<file path="src/logic/rtcac_pkg.sv">
package rtcac_pkg;

    // register offsets
    localparam logic [3:0] RTCAC_OFS_PERIODIC   = 4'h0;
    localparam logic [3:0] RTCAC_OFS_ADJUST     = 4'h1;
    localparam logic [3:0] RTCAC_OFS_ALM_MIN_U  = 4'h2;
    localparam logic [3:0] RTCAC_OFS_ALM_MIN_T  = 4'h3;
    localparam logic [3:0] RTCAC_OFS_ALM_HR_U   = 4'h4;
    localparam logic [3:0] RTCAC_OFS_ALM_HR_T   = 4'h5;
    localparam logic [3:0] RTCAC_OFS_HOUR_FMT   = 4'ha;
    localparam logic [3:0] RTCAC_OFS_STATUS     = 4'hd;

    // field positions
    localparam int RTCAC_BIT_MODE      = 3;
    localparam int RTCAC_BIT_ADJ       = 0;
    localparam int RTCAC_BIT_FMT       = 0;
    localparam int RTCAC_BIT_FLAG      = 0;
    localparam int RTCAC_BIT_BUSY      = 1;

    // reset values
    localparam logic [3:0] RTCAC_RST_PERIODIC = 4'h0;
    localparam logic       RTCAC_RST_FMT      = 1'b0;
    localparam logic [6:0] RTCAC_RST_MIN      = 7'h00;
    localparam logic [5:0] RTCAC_RST_HOUR_24  = 6'h00;

    // periodic rate codes
    localparam logic [2:0] RTCAC_RATE_OFF  = 3'h0;
    localparam logic [2:0] RTCAC_RATE_2048 = 3'h1;
    localparam logic [2:0] RTCAC_RATE_1024 = 3'h2;
    localparam logic [2:0] RTCAC_RATE_128  = 3'h3;
    localparam logic [2:0] RTCAC_RATE_16   = 3'h4;
    localparam logic [2:0] RTCAC_RATE_1    = 3'h5;
    localparam logic [2:0] RTCAC_RATE_MIN  = 3'h6;
    localparam logic [2:0] RTCAC_RATE_ON   = 3'h7;

    // divider chain taps, base tick 4096 Hz
    localparam int RTCAC_TAP_2048 = 0;
    localparam int RTCAC_TAP_1024 = 1;
    localparam int RTCAC_TAP_128  = 4;
    localparam int RTCAC_TAP_16   = 7;
    localparam int RTCAC_TAP_1    = 11;
    localparam int RTCAC_SUB_LO   = 8;
    localparam int RTCAC_CHAIN_W  = 12;

    // timing
    localparam int RTCAC_CLK_HZ        = 40000000;
    localparam int RTCAC_CLK_PERIOD_NS = 25;
    localparam int RTCAC_TICK_HZ       = 4096;
    localparam int RTCAC_TICK_CYCLES   = RTCAC_CLK_HZ / RTCAC_TICK_HZ;
    localparam int RTCAC_BUSY_TIME_NS  = 122100;
    localparam int RTCAC_BUSY_CYCLES   = RTCAC_BUSY_TIME_NS / RTCAC_CLK_PERIOD_NS;

    // bcd limits
    localparam logic [6:0] RTCAC_SEC_HALF = 7'h30;
    localparam logic [6:0] RTCAC_MAX_59   = 7'h59;
    localparam logic [6:0] RTCAC_MIN_HALF = 7'h30;

endpackage

</file>
<file path="src/logic/rtcac_divider.sv">
`timescale 1ns/1ps
module rtcac_divider import rtcac_pkg::*; #(
    parameter int TICK_CYCLES = RTCAC_TICK_CYCLES
) (
    // clock and reset
    input  wire logic                     i_clk,
    input  wire logic                     i_reset,
    // control
    input  wire logic                     i_clear_sub,
    // chain state
    output logic      [RTCAC_CHAIN_W-1:0] o_chain,
    output logic                          o_sec_tick
);

    initial begin
        if (TICK_CYCLES < 2 || TICK_CYCLES > 65535) begin
            $error("rtcac_divider: TICK_CYCLES out of range");
        end
    end

    logic [15:0]              pre_ff;
    logic [RTCAC_CHAIN_W-1:0] chain_ff;
    logic                     tick;

    assign tick       = (pre_ff == 16'(TICK_CYCLES - 1));
    assign o_chain    = chain_ff;
    assign o_sec_tick = tick & (&chain_ff) & ~i_clear_sub;

    always_ff @(posedge i_clk or posedge i_reset) begin
        if (i_reset) begin
            pre_ff   <= 16'h0000;
            chain_ff <= '0;
        end else begin
            pre_ff <= tick ? 16'h0000 : pre_ff + 16'h0001;
            if (i_clear_sub) begin
                chain_ff[RTCAC_CHAIN_W-1:RTCAC_SUB_LO] <= '0;
            end else if (tick) begin
                chain_ff <= chain_ff + 1'b1;
            end
        end
    end

endmodule

</file>
<file path="src/logic/rtcac_timekeep.sv">
`timescale 1ns/1ps
module rtcac_timekeep import rtcac_pkg::*; (
    // clock and reset
    input  wire logic       i_clk,
    input  wire logic       i_reset,
    // events and hour format
    input  wire logic       i_sec_tick,
    input  wire logic       i_adjust,
    input  wire logic       i_fmt_24,
    // time digits and carry
    output logic      [6:0] o_sec,
    output logic      [6:0] o_min,
    output logic      [5:0] o_hour,
    output logic            o_carry
);

    logic [6:0] sec_ff;
    logic [6:0] min_ff;
    logic [5:0] hour_ff;
    logic       carry_ff;
    logic       min_step;
    logic       hour_step;

    function automatic logic [6:0] bcd_inc(input logic [6:0] v);
        bcd_inc = (v[3:0] == 4'h9) ? {3'(v[6:4] + 3'h1), 4'h0} : {v[6:4], 4'(v[3:0] + 4'h1)};
    endfunction

    // 12h: 12,01..11 am then 32,21..31 pm
    function automatic logic [5:0] hour_inc(input logic [5:0] h, input logic f24);
        logic [5:0] r;
        r = {h[5:4], 4'(h[3:0] + 4'h1)};
        if (f24) begin
            if (h == 6'h23) r = 6'h00;
            else if (h[3:0] == 4'h9) r = {2'(h[5:4] + 2'h1), 4'h0};
        end else begin
            if (h == 6'h11) r = 6'h32;
            else if (h == 6'h31) r = 6'h12;
            else if (h == 6'h12) r = 6'h01;
            else if (h == 6'h32) r = 6'h21;
            else if (h[3:0] == 4'h9) r = {2'(h[5:4] + 2'h1), 4'h0};
        end
        return r;
    endfunction

    assign min_step  = i_adjust ? (sec_ff >= RTCAC_SEC_HALF)
                                : (i_sec_tick & (sec_ff == RTCAC_MAX_59));
    assign hour_step = min_step & (min_ff == RTCAC_MAX_59);
    assign o_sec     = sec_ff;
    assign o_min     = min_ff;
    assign o_hour    = hour_ff;
    assign o_carry   = carry_ff;

    always_ff @(posedge i_clk or posedge i_reset) begin
        if (i_reset) begin
            sec_ff   <= 7'h00;
            min_ff   <= RTCAC_RST_MIN;
            hour_ff  <= RTCAC_RST_HOUR_24;
            carry_ff <= 1'b0;
        end else begin
            carry_ff <= i_sec_tick | i_adjust;
            if (i_adjust) begin
                sec_ff <= 7'h00;
            end else if (i_sec_tick) begin
                sec_ff <= (sec_ff == RTCAC_MAX_59) ? 7'h00 : bcd_inc(sec_ff);
            end
            if (min_step) begin
                min_ff <= (min_ff == RTCAC_MAX_59) ? 7'h00 : bcd_inc(min_ff);
            end
            if (hour_step) begin
                hour_ff <= hour_inc(hour_ff, i_fmt_24);
            end
        end
    end

endmodule

</file>
<file path="src/logic/rtcac_cfg.sv">
//
// Function
// - adjust bit write-only, reads zero
// - adjust at 00-29: clear sub-second, seconds 00
// - adjust at 30-59: seconds 00, minute plus one
// - busy after adjust at most 122.1 us
// - interrupt select bits write-only, read zero
// - codes 000 off, 2048, 1024, 128 Hz
// - codes 16 Hz, 1 Hz, one minute
// - code 111 holds interrupt low always
// - pulse mode 50 percent, flag ignores writes
// - level mode holds until flag written zero
// - four alarm digit registers at 2h-5h
// - unused alarm bits read zero, not written
// - 12-hour code 12 midnight, 32 noon
// - format bit: 0 12-hour, 1 24-hour
// - pm hours tens raised by two
// - sub-second clear hits 8 Hz to 1 Hz
// - busy while counters carry or reset
// - flag reads one while interrupt low
//
`timescale 1ns/1ps
module rtcac_cfg import rtcac_pkg::*; #(
    parameter int TICK_CYCLES = RTCAC_TICK_CYCLES,
    parameter int BUSY_CYCLES = RTCAC_BUSY_CYCLES
) (
    // clock and reset
    input  wire logic       i_clk,
    input  wire logic       i_reset,
    // register port
    input  wire logic [3:0] i_addr,
    input  wire logic [3:0] i_wdata,
    input  wire logic       i_wr,
    input  wire logic       i_rd,
    output logic      [3:0] o_rdata,
    // interrupt pin
    output logic            o_irq_out_n,
    // status
    output logic            o_counter_busy_flag,
    output logic            o_alarm_match,
    // time digits
    output logic      [6:0] o_seconds,
    output logic      [6:0] o_minutes,
    output logic      [5:0] o_hours
);

    initial begin
        if (BUSY_CYCLES < 1 || BUSY_CYCLES > 65535) begin
            $error("rtcac_cfg: BUSY_CYCLES out of range");
        end
    end

    ////////////////////////////////////////////////////////////////////////////
    // declarations

    logic [3:0]               periodic_sel_ff;
    logic                     fmt_24_ff;
    logic [3:0]               alm_min_u_ff;
    logic [2:0]               alm_min_t_ff;
    logic [3:0]               alm_hr_u_ff;
    logic [1:0]               alm_hr_t_ff;
    logic                     flag_ff;
    logic                     active_ff;
    logic [15:0]              busy_cnt_ff;
    logic                     busy_ff;
    logic [3:0]               rdata_ff;
    logic                     irq_n_ff;

    logic                     nxt_flag;
    logic [15:0]              nxt_busy_cnt;
    logic                     nxt_busy;
    logic [3:0]               nxt_rdata;

    logic [RTCAC_CHAIN_W-1:0] chain;
    logic                     sec_tick;
    logic                     carry;
    logic [6:0]               sec;
    logic [6:0]               min;
    logic [5:0]               hour;

    ////////////////////////////////////////////////////////////////////////////
    // address decode

    logic wr_periodic;
    logic wr_adjust;
    logic wr_alm_min_u;
    logic wr_alm_min_t;
    logic wr_alm_hr_u;
    logic wr_alm_hr_t;
    logic wr_fmt;
    logic wr_status;
    logic adjust;

    assign wr_periodic  = i_wr & (i_addr == RTCAC_OFS_PERIODIC);
    assign wr_adjust    = i_wr & (i_addr == RTCAC_OFS_ADJUST);
    assign wr_alm_min_u = i_wr & (i_addr == RTCAC_OFS_ALM_MIN_U);
    assign wr_alm_min_t = i_wr & (i_addr == RTCAC_OFS_ALM_MIN_T);
    assign wr_alm_hr_u  = i_wr & (i_addr == RTCAC_OFS_ALM_HR_U);
    assign wr_alm_hr_t  = i_wr & (i_addr == RTCAC_OFS_ALM_HR_T);
    assign wr_fmt       = i_wr & (i_addr == RTCAC_OFS_HOUR_FMT);
    assign wr_status    = i_wr & (i_addr == RTCAC_OFS_STATUS);

    // only bit 0 acts; upper bits of the adjust register are ignored
    assign adjust = wr_adjust & i_wdata[RTCAC_BIT_ADJ];

    ////////////////////////////////////////////////////////////////////////////
    // divider chain and time counters

    rtcac_divider #(
        .TICK_CYCLES (TICK_CYCLES)
    ) u_divider (
        .i_clk       (i_clk),
        .i_reset     (i_reset),
        .i_clear_sub (adjust),
        .o_chain     (chain),
        .o_sec_tick  (sec_tick)
    );

    rtcac_timekeep u_timekeep (
        .i_clk      (i_clk),
        .i_reset    (i_reset),
        .i_sec_tick (sec_tick),
        .i_adjust   (adjust),
        .i_fmt_24   (fmt_24_ff),
        .o_sec      (sec),
        .o_min      (min),
        .o_hour     (hour),
        .o_carry    (carry)
    );

    ////////////////////////////////////////////////////////////////////////////
    // configuration registers

    always_ff @(posedge i_clk or posedge i_reset) begin
        if (i_reset) begin
            periodic_sel_ff <= RTCAC_RST_PERIODIC;
            fmt_24_ff       <= RTCAC_RST_FMT;
        end else begin
            if (wr_periodic) begin
                periodic_sel_ff <= i_wdata;
            end
            if (wr_fmt) begin
                fmt_24_ff <= i_wdata[RTCAC_BIT_FMT];
            end
        end
    end

    ////////////////////////////////////////////////////////////////////////////
    // alarm digits

    always_ff @(posedge i_clk or posedge i_reset) begin
        if (i_reset) begin
            alm_min_u_ff <= 4'h0;
            alm_min_t_ff <= 3'h0;
            alm_hr_u_ff  <= 4'h0;
            alm_hr_t_ff  <= 2'h0;
        end else begin
            if (wr_alm_min_u) begin
                alm_min_u_ff <= i_wdata;
            end
            if (wr_alm_min_t) begin
                alm_min_t_ff <= i_wdata[2:0];
            end
            if (wr_alm_hr_u) begin
                alm_hr_u_ff <= i_wdata;
            end
            if (wr_alm_hr_t) begin
                alm_hr_t_ff <= i_wdata[1:0];
            end
        end
    end

    // same bcd hour coding for time and alarm
    assign o_alarm_match = ({alm_hr_t_ff, alm_hr_u_ff} == hour)
                         & ({alm_min_t_ff, alm_min_u_ff} == min);

    ////////////////////////////////////////////////////////////////////////////
    // busy flag

    logic busy_run;

    assign busy_run = (busy_cnt_ff != 16'h0000);

    assign nxt_busy_cnt = adjust   ? 16'(BUSY_CYCLES - 1)
                        : busy_run ? busy_cnt_ff - 16'h0001
                        : 16'h0000;

    assign nxt_busy = adjust | (busy_run & (busy_cnt_ff != 16'h0001))
                    | sec_tick | carry;

    always_ff @(posedge i_clk or posedge i_reset) begin
        if (i_reset) begin
            busy_cnt_ff <= 16'h0000;
            busy_ff     <= 1'b0;
        end else begin
            busy_cnt_ff <= nxt_busy_cnt;
            busy_ff     <= nxt_busy;
        end
    end

    ////////////////////////////////////////////////////////////////////////////
    // periodic interrupt

    logic [2:0] rate;
    logic       level_mode;
    logic       active;
    logic       rise;
    logic       rate_on;
    logic       rate_off;
    logic       flag_clear;
    logic       irq_asserted;

    assign rate       = periodic_sel_ff[2:0];
    assign level_mode = periodic_sel_ff[RTCAC_BIT_MODE];
    assign rate_on    = (rate == RTCAC_RATE_ON);
    assign rate_off   = (rate == RTCAC_RATE_OFF);

    // active half of each period starts on the chain edge that begins it
    assign active =
          (rate == RTCAC_RATE_2048) ? ~chain[RTCAC_TAP_2048]
        : (rate == RTCAC_RATE_1024) ? ~chain[RTCAC_TAP_1024]
        : (rate == RTCAC_RATE_128)  ? ~chain[RTCAC_TAP_128]
        : (rate == RTCAC_RATE_16)   ? ~chain[RTCAC_TAP_16]
        : (rate == RTCAC_RATE_1)    ? ~chain[RTCAC_TAP_1]
        : (rate == RTCAC_RATE_MIN)  ? (sec < RTCAC_MIN_HALF)
        : 1'b0;

    assign rise = active & ~active_ff;

    // writes to the flag only count in level mode, and only a zero clears
    assign flag_clear = wr_status & level_mode
                      & ~i_wdata[RTCAC_BIT_FLAG];

    // a new edge wins over a clear in the same cycle
    assign nxt_flag = (level_mode & ~rate_off & rise) ? 1'b1
                    : flag_clear ? 1'b0
                    : (level_mode ? flag_ff : 1'b0);

    assign irq_asserted = rate_on
                        | (~rate_off & (level_mode ? flag_ff : active));

    always_ff @(posedge i_clk or posedge i_reset) begin
        if (i_reset) begin
            active_ff <= 1'b0;
            flag_ff   <= 1'b0;
            irq_n_ff  <= 1'b1;
        end else begin
            active_ff <= active;
            flag_ff   <= nxt_flag;
            irq_n_ff  <= ~irq_asserted;
        end
    end

    ////////////////////////////////////////////////////////////////////////////
    // read path

    logic [3:0] rd_status;
    logic [3:0] rd_mux;

    assign rd_status = {2'b00, busy_ff, ~irq_n_ff};

    assign rd_mux =
          (i_addr == RTCAC_OFS_PERIODIC)  ? 4'h0
        : (i_addr == RTCAC_OFS_ADJUST)    ? 4'h0
        : (i_addr == RTCAC_OFS_ALM_MIN_U) ? alm_min_u_ff
        : (i_addr == RTCAC_OFS_ALM_MIN_T) ? {1'b0, alm_min_t_ff}
        : (i_addr == RTCAC_OFS_ALM_HR_U)  ? alm_hr_u_ff
        : (i_addr == RTCAC_OFS_ALM_HR_T)  ? {2'b00, alm_hr_t_ff}
        : (i_addr == RTCAC_OFS_HOUR_FMT)  ? 4'h0
        : (i_addr == RTCAC_OFS_STATUS)    ? rd_status
        : 4'h0;

    assign nxt_rdata = i_rd ? rd_mux : 4'h0;

    always_ff @(posedge i_clk or posedge i_reset) begin
        if (i_reset) begin
            rdata_ff <= 4'h0;
        end else begin
            rdata_ff <= nxt_rdata;
        end
    end

    ////////////////////////////////////////////////////////////////////////////
    // outputs

    assign o_rdata             = rdata_ff;
    assign o_irq_out_n         = irq_n_ff;
    assign o_counter_busy_flag = busy_ff;
    assign o_seconds           = sec;
    assign o_minutes           = min;
    assign o_hours             = hour;

endmodule

</file>
<file path="config.mk">
export PLATFORM = sky130hd
export DESIGN_NAME = rtcac_cfg
export DESIGN_NICKNAME = d
export VERILOG_FILES = /design/src/logic/rtcac_pkg.sv /design/src/logic/rtcac_divider.sv /design/src/logic/rtcac_timekeep.sv /design/src/logic/rtcac_cfg.sv
export SDC_FILE = /design/constraint.sdc
export NUM_CORES = 1
export LEC_CHECK = 0
export CAP_MARGIN = 20
export CORE_MARGIN = 2
export CORE_UTILIZATION = 60
export CTS_BUF_LIST = sky130_fd_sc_hd__clkbuf_2
export CTS_CLUSTER_SIZE = 8
export DETAILED_ROUTE_END_ITERATION = 8
export DONT_BUFFER_PORTS = 1
export GPL_TIMING_DRIVEN = 0
export PLACE_DENSITY = 0.78
export SYNTH_ARGS = -nofsm -noshare
export SYNTH_HDL_FRONTEND = slang
export SYNTH_HIERARCHICAL = 1
export SYNTH_SLANG_ARGS = --single-unit
</file>
<file path="constraint.sdc">
create_clock -name i_clk -period 2.8 [get_ports i_clk]
set_input_delay 0.14 -clock i_clk [delete_from_list [all_inputs] [get_ports i_clk]]
set_output_delay 0.14 -clock i_clk [all_outputs]
set_load 0.05 [all_outputs]
</file>
==> results.md <==
- Status: finished, final reports clean
- CP Class: reg -> reg
- Clock sink count: slightly above 90
- H-tree depth: 3
- I/O Buffers: 0
- Maximum VDD drop: about 0.39 mV
- FP Rows: 33
- Period Utilization, post-route: 98.8%
- Top cell type's share of synthesized area: about 45%
- Worst Path Arrival: 3.25 ns
- Layout Nets: around 560
- Top FF cell, synth: dfrtp_1
- Synth top area cells: dfrtp_1 (45%), mux2_2 (5.6%), xor2_1 (5.0%), ha_1 (4.2%), xnor2_1 (3.0%)
- Later-pin clock latency in the skew report: between 0.5 and 0.6 ns
- Vias in the first global route: 3814
- Area leader, netlist: dfrtp_1
- Slew margin rel.: 40.5%
- Pint: roughly 1.9 mW
- Most numerous cell in the Yosys netlist: dfrtp_1
- GR Overflow Total: 0
- Worst hold path type: in -> reg
- Die Ht: roughly 96 um
- Sw Pwr: 1.11 mW
- Num CTS Buffers: 9
- Pwr Density: roughly 520 nW/um2
- Pre-antenna DRT Iters: 4
- Final setup vio count: 0
- Avg Synthesized Cell Area: approximately 10 um2
- Number of antenna violations at the first check in global routing: 0
- Clk network pwr share: between 20% and 30%
- Final critical-path required period: approximately 2.8 ns
- Final worst setup slack: approximately 0.033 ns
- RSZ-0062 raised after global routing: yes
- Total design power: 3.05 mW
- N_diodes: 0
- CTS max path bufs: 2
- 1st-iter DRT viols: between 200 and 250
- CP endpoint kind: register
- Routability congestion estimate: about 0.83
- HPWL after DPL: between 7 and 8 mm
- Sequential share of the synthesized area: a little under half
- Post-route DRC: 0
- Setup Total Neg Slack: 0 ns
- Global-route wire length before repair: 18.1 mm
- Worst endpoint required time: between 3 and 4 ns
- Die X: about 96 um
- Initial core utilization: 61.7%
- Worst Setup Start Kind: register
- R2r worst-path depth: 11
- Post-synth ARST share: 100%
- Vias per cell: roughly 6.1
- Max Cap Violations: 0
- Comb pwr share: between 20% and 30%
- Mapped Cells: ~500
- Final Skew: 0.0404 ns
- Switching part of the total: 36.4%
- Total routed wirelength: approximately 11 mm
- Syn nets: 515
- Final Hold Viols: 0
- Worst Hold Depth: 4
- Routed via count: 3910
- Commonest cells in the netlist: dfrtp_1 (90), nor2_1 (32), nand2_1 (31), xor2_1 (29), mux2_2 (25)
- Reg clk slew, reported paths: between 0.2 and 0.3 ns
- Post-synth EDFFs: 0
- Synth cell types: between 60 and 70
- Share of layout cells above drive strength 1: between 10% and 20%
- Leakage: roughly 2.4 nW
- WL/cell: about 17 um
- # IOs: 39
- Synth Cell Area: between 5000 and 6000 um2
- F_max: between 0.3 and 0.4 GHz
- Largest net degree at the start of global routing: 43
- Core Area: 8180 um2
- Crit path max fanout: 5
- Root Driver: clkbuf_2
- #FFs+latches synth: between 90 and 100
- GRT Total Usage: around a quarter
- Die area: around 9200 um2
- Pre-CTS WS: -0.530 ns
- Worst-Margin Slew: ~0.89 ns
- CTS tree: built
- Max-slew violations: 0
- Yosys warnings: 6
- Syn-to-layout area delta: 15.9%
- Sequential Power Share: between 50 and 60%
- Antenna viol nets, final: 0
-- sequential cells by signal, summed over array words and instances, names as in the netlist --
signal               count
u_divider/o_chain       12
active_ff                1
alm_hr_t_ff              2
o_rdata                  4
alm_hr_u_ff              4
busy_cnt_ff             16
u_divider/pre_ff        16
flag_ff                  1
u_timekeep/o_carry       1
u_timekeep/o_sec         7
u_timekeep/o_min         7
o_counter_busy_flag      1
fmt_24_ff                1
alm_min_u_ff             4
alm_min_t_ff             3
o_irq_out_n              1
periodic_sel_ff          4
u_timekeep/o_hour        6
-- final cells by class --
class	instances	area [um2]
flip-flops and latches	91	2280
repair buffers	38	384
well taps	105	131
plain buffers	14	115
inverters	21	78.8
fillers	607	2330
clock inverters	7	61.3
clock buffers	9	45.0
multi-input cells	359	2750
-- power groups by stage --
stage	sequential [mW]	combinational (mW)	clock (mW)
6_report	1.80	0.629	0.615
5_1_grt	1.83	0.697	0.692
4_1_cts	1.80	0.609	0.639
3_5_place_dp	1.82	0.565	0
3_3_place_gp	1.81	0.543	0
2_1_floorplan	1.76	0.474	0
-- cell usage in the layout (no fill, tap or decap), types with 5 or more instances in the layout --
| master | count |
|---|---|
| dfrtp_1 | 86 |
| nor2_1 | 32 |
| nand2_1 | 31 |
| xor2_1 | 29 |
| mux2_2 | 24 |
| dlygate4sd3_1 | 23 |
| nand3_1 | 21 |
| o21ai_0 | 21 |
| a21oi_1 | 20 |
| inv_1 | 18 |
| nand4_1 | 16 |
| xnor2_1 | 16 |
| ha_1 | 16 |
| nor3_1 | 14 |
| buf_4 | 13 |
| clkbuf_2 | 10 |
| nor2b_1 | 8 |
| and2_1 | 7 |
| nor3b_1 | 6 |
| nand3b_1 | 6 |
| clkbuf_1 | 5 |
| and3_1 | 5 |
| nand2b_1 | 5 |
| buf_6 | 5 |
-- routing by layer --
| layer | track usage (%) | wire [um] | vias up |
|---|---|---|---|
| met5 | 0 | 0 | - |
| li1 | - | - | 1856 |
| met1 | 31.7 | 4730 | 1943 |
| met3 | 5.09 | 397 | 28 |
| met2 | 42.9 | 5600 | 83 |
| met4 | 11.2 | 338 | 0 |
-- repair_timing --
item | in CTS | in global routing
setup endpoints to repair | 13 | 11
buffers inserted | 9 | 3
resized for setup | 9 | 25
pin swaps | 3 | 13
hold endpoints to repair | 120 | 3
hold buffers | 22 | 1
gates cloned | 0 | 1
-- through the flow --
stage | instances | hold slack [ns] | instance area [um2] | utilization (%)
after detailed placement | 592 | 0.252 | 5210 | 63.7
after global placement | 591 | 0.259 | 5200 | 63.6
after floorplan | 486 | 0.117 | 5070 | -
after CTS | 639 | 0.00363 | 5660 | 69.2
after global routing | 644 | 0.0211 | 5850 | 71.5
final | 644 | 0.0380 | 5850 | 71.5
-- cells by family (layout without fill, tap and decap cells) --
| logic type | after synthesis | count (layout) | share of synthesized area, % |
|---|---|---|---|
| buffers and inverters | 36 | 89 | 3.52 |
| DFF | 91 | 91 | 45.2 |
| adders and majority gates | 17 | 17 | 4.22 |
| AOI/OAI and AO/OA | 75 | 75 | 10.2 |
| xor gates and xnor gates | 46 | 46 | 7.98 |
| muxes | 28 | 28 | 6.17 |
| and+or+nand+nor | 193 | 193 | 22.8 |
-- path summary, 6_finish.rpt --
| path | startpoint | end | slack, ns |
|---|---|---|---|
| worst max-delay path | u_divider/pre_ff[1] | u_timekeep/o_hour[3] | 0.03 |
| worst min-delay path | i_addr[3] | flag_ff | 0.04 |
| worst max register to register | u_divider/pre_ff[1] | u_timekeep/o_hour[3] | 0.03 |
| worst min register to register | u_divider/o_chain[5] | u_divider/o_chain[5] | 0.49 |
| max in group asynchronous | i_reset | u_timekeep/o_min[6] | 1.40 |
| min in group asynchronous | i_reset | u_divider/o_chain[2] | 0.54 |
-- worst max-delay path, stage by stage, from the launching register on --
cell	delay, ns
dfrtp_1	0.46
inv_2	0.08
ha_4	0.12
nor4bb_4	0.21
nand4_1	0.19
clkbuf_8	0.19
nor3_4	0.21
buf_6	0.14
nand4b_4	0.11
o21a_4	0.29
or3_4	0.40
a211o_2	0.31
Power figures use the tool's default switching activity.
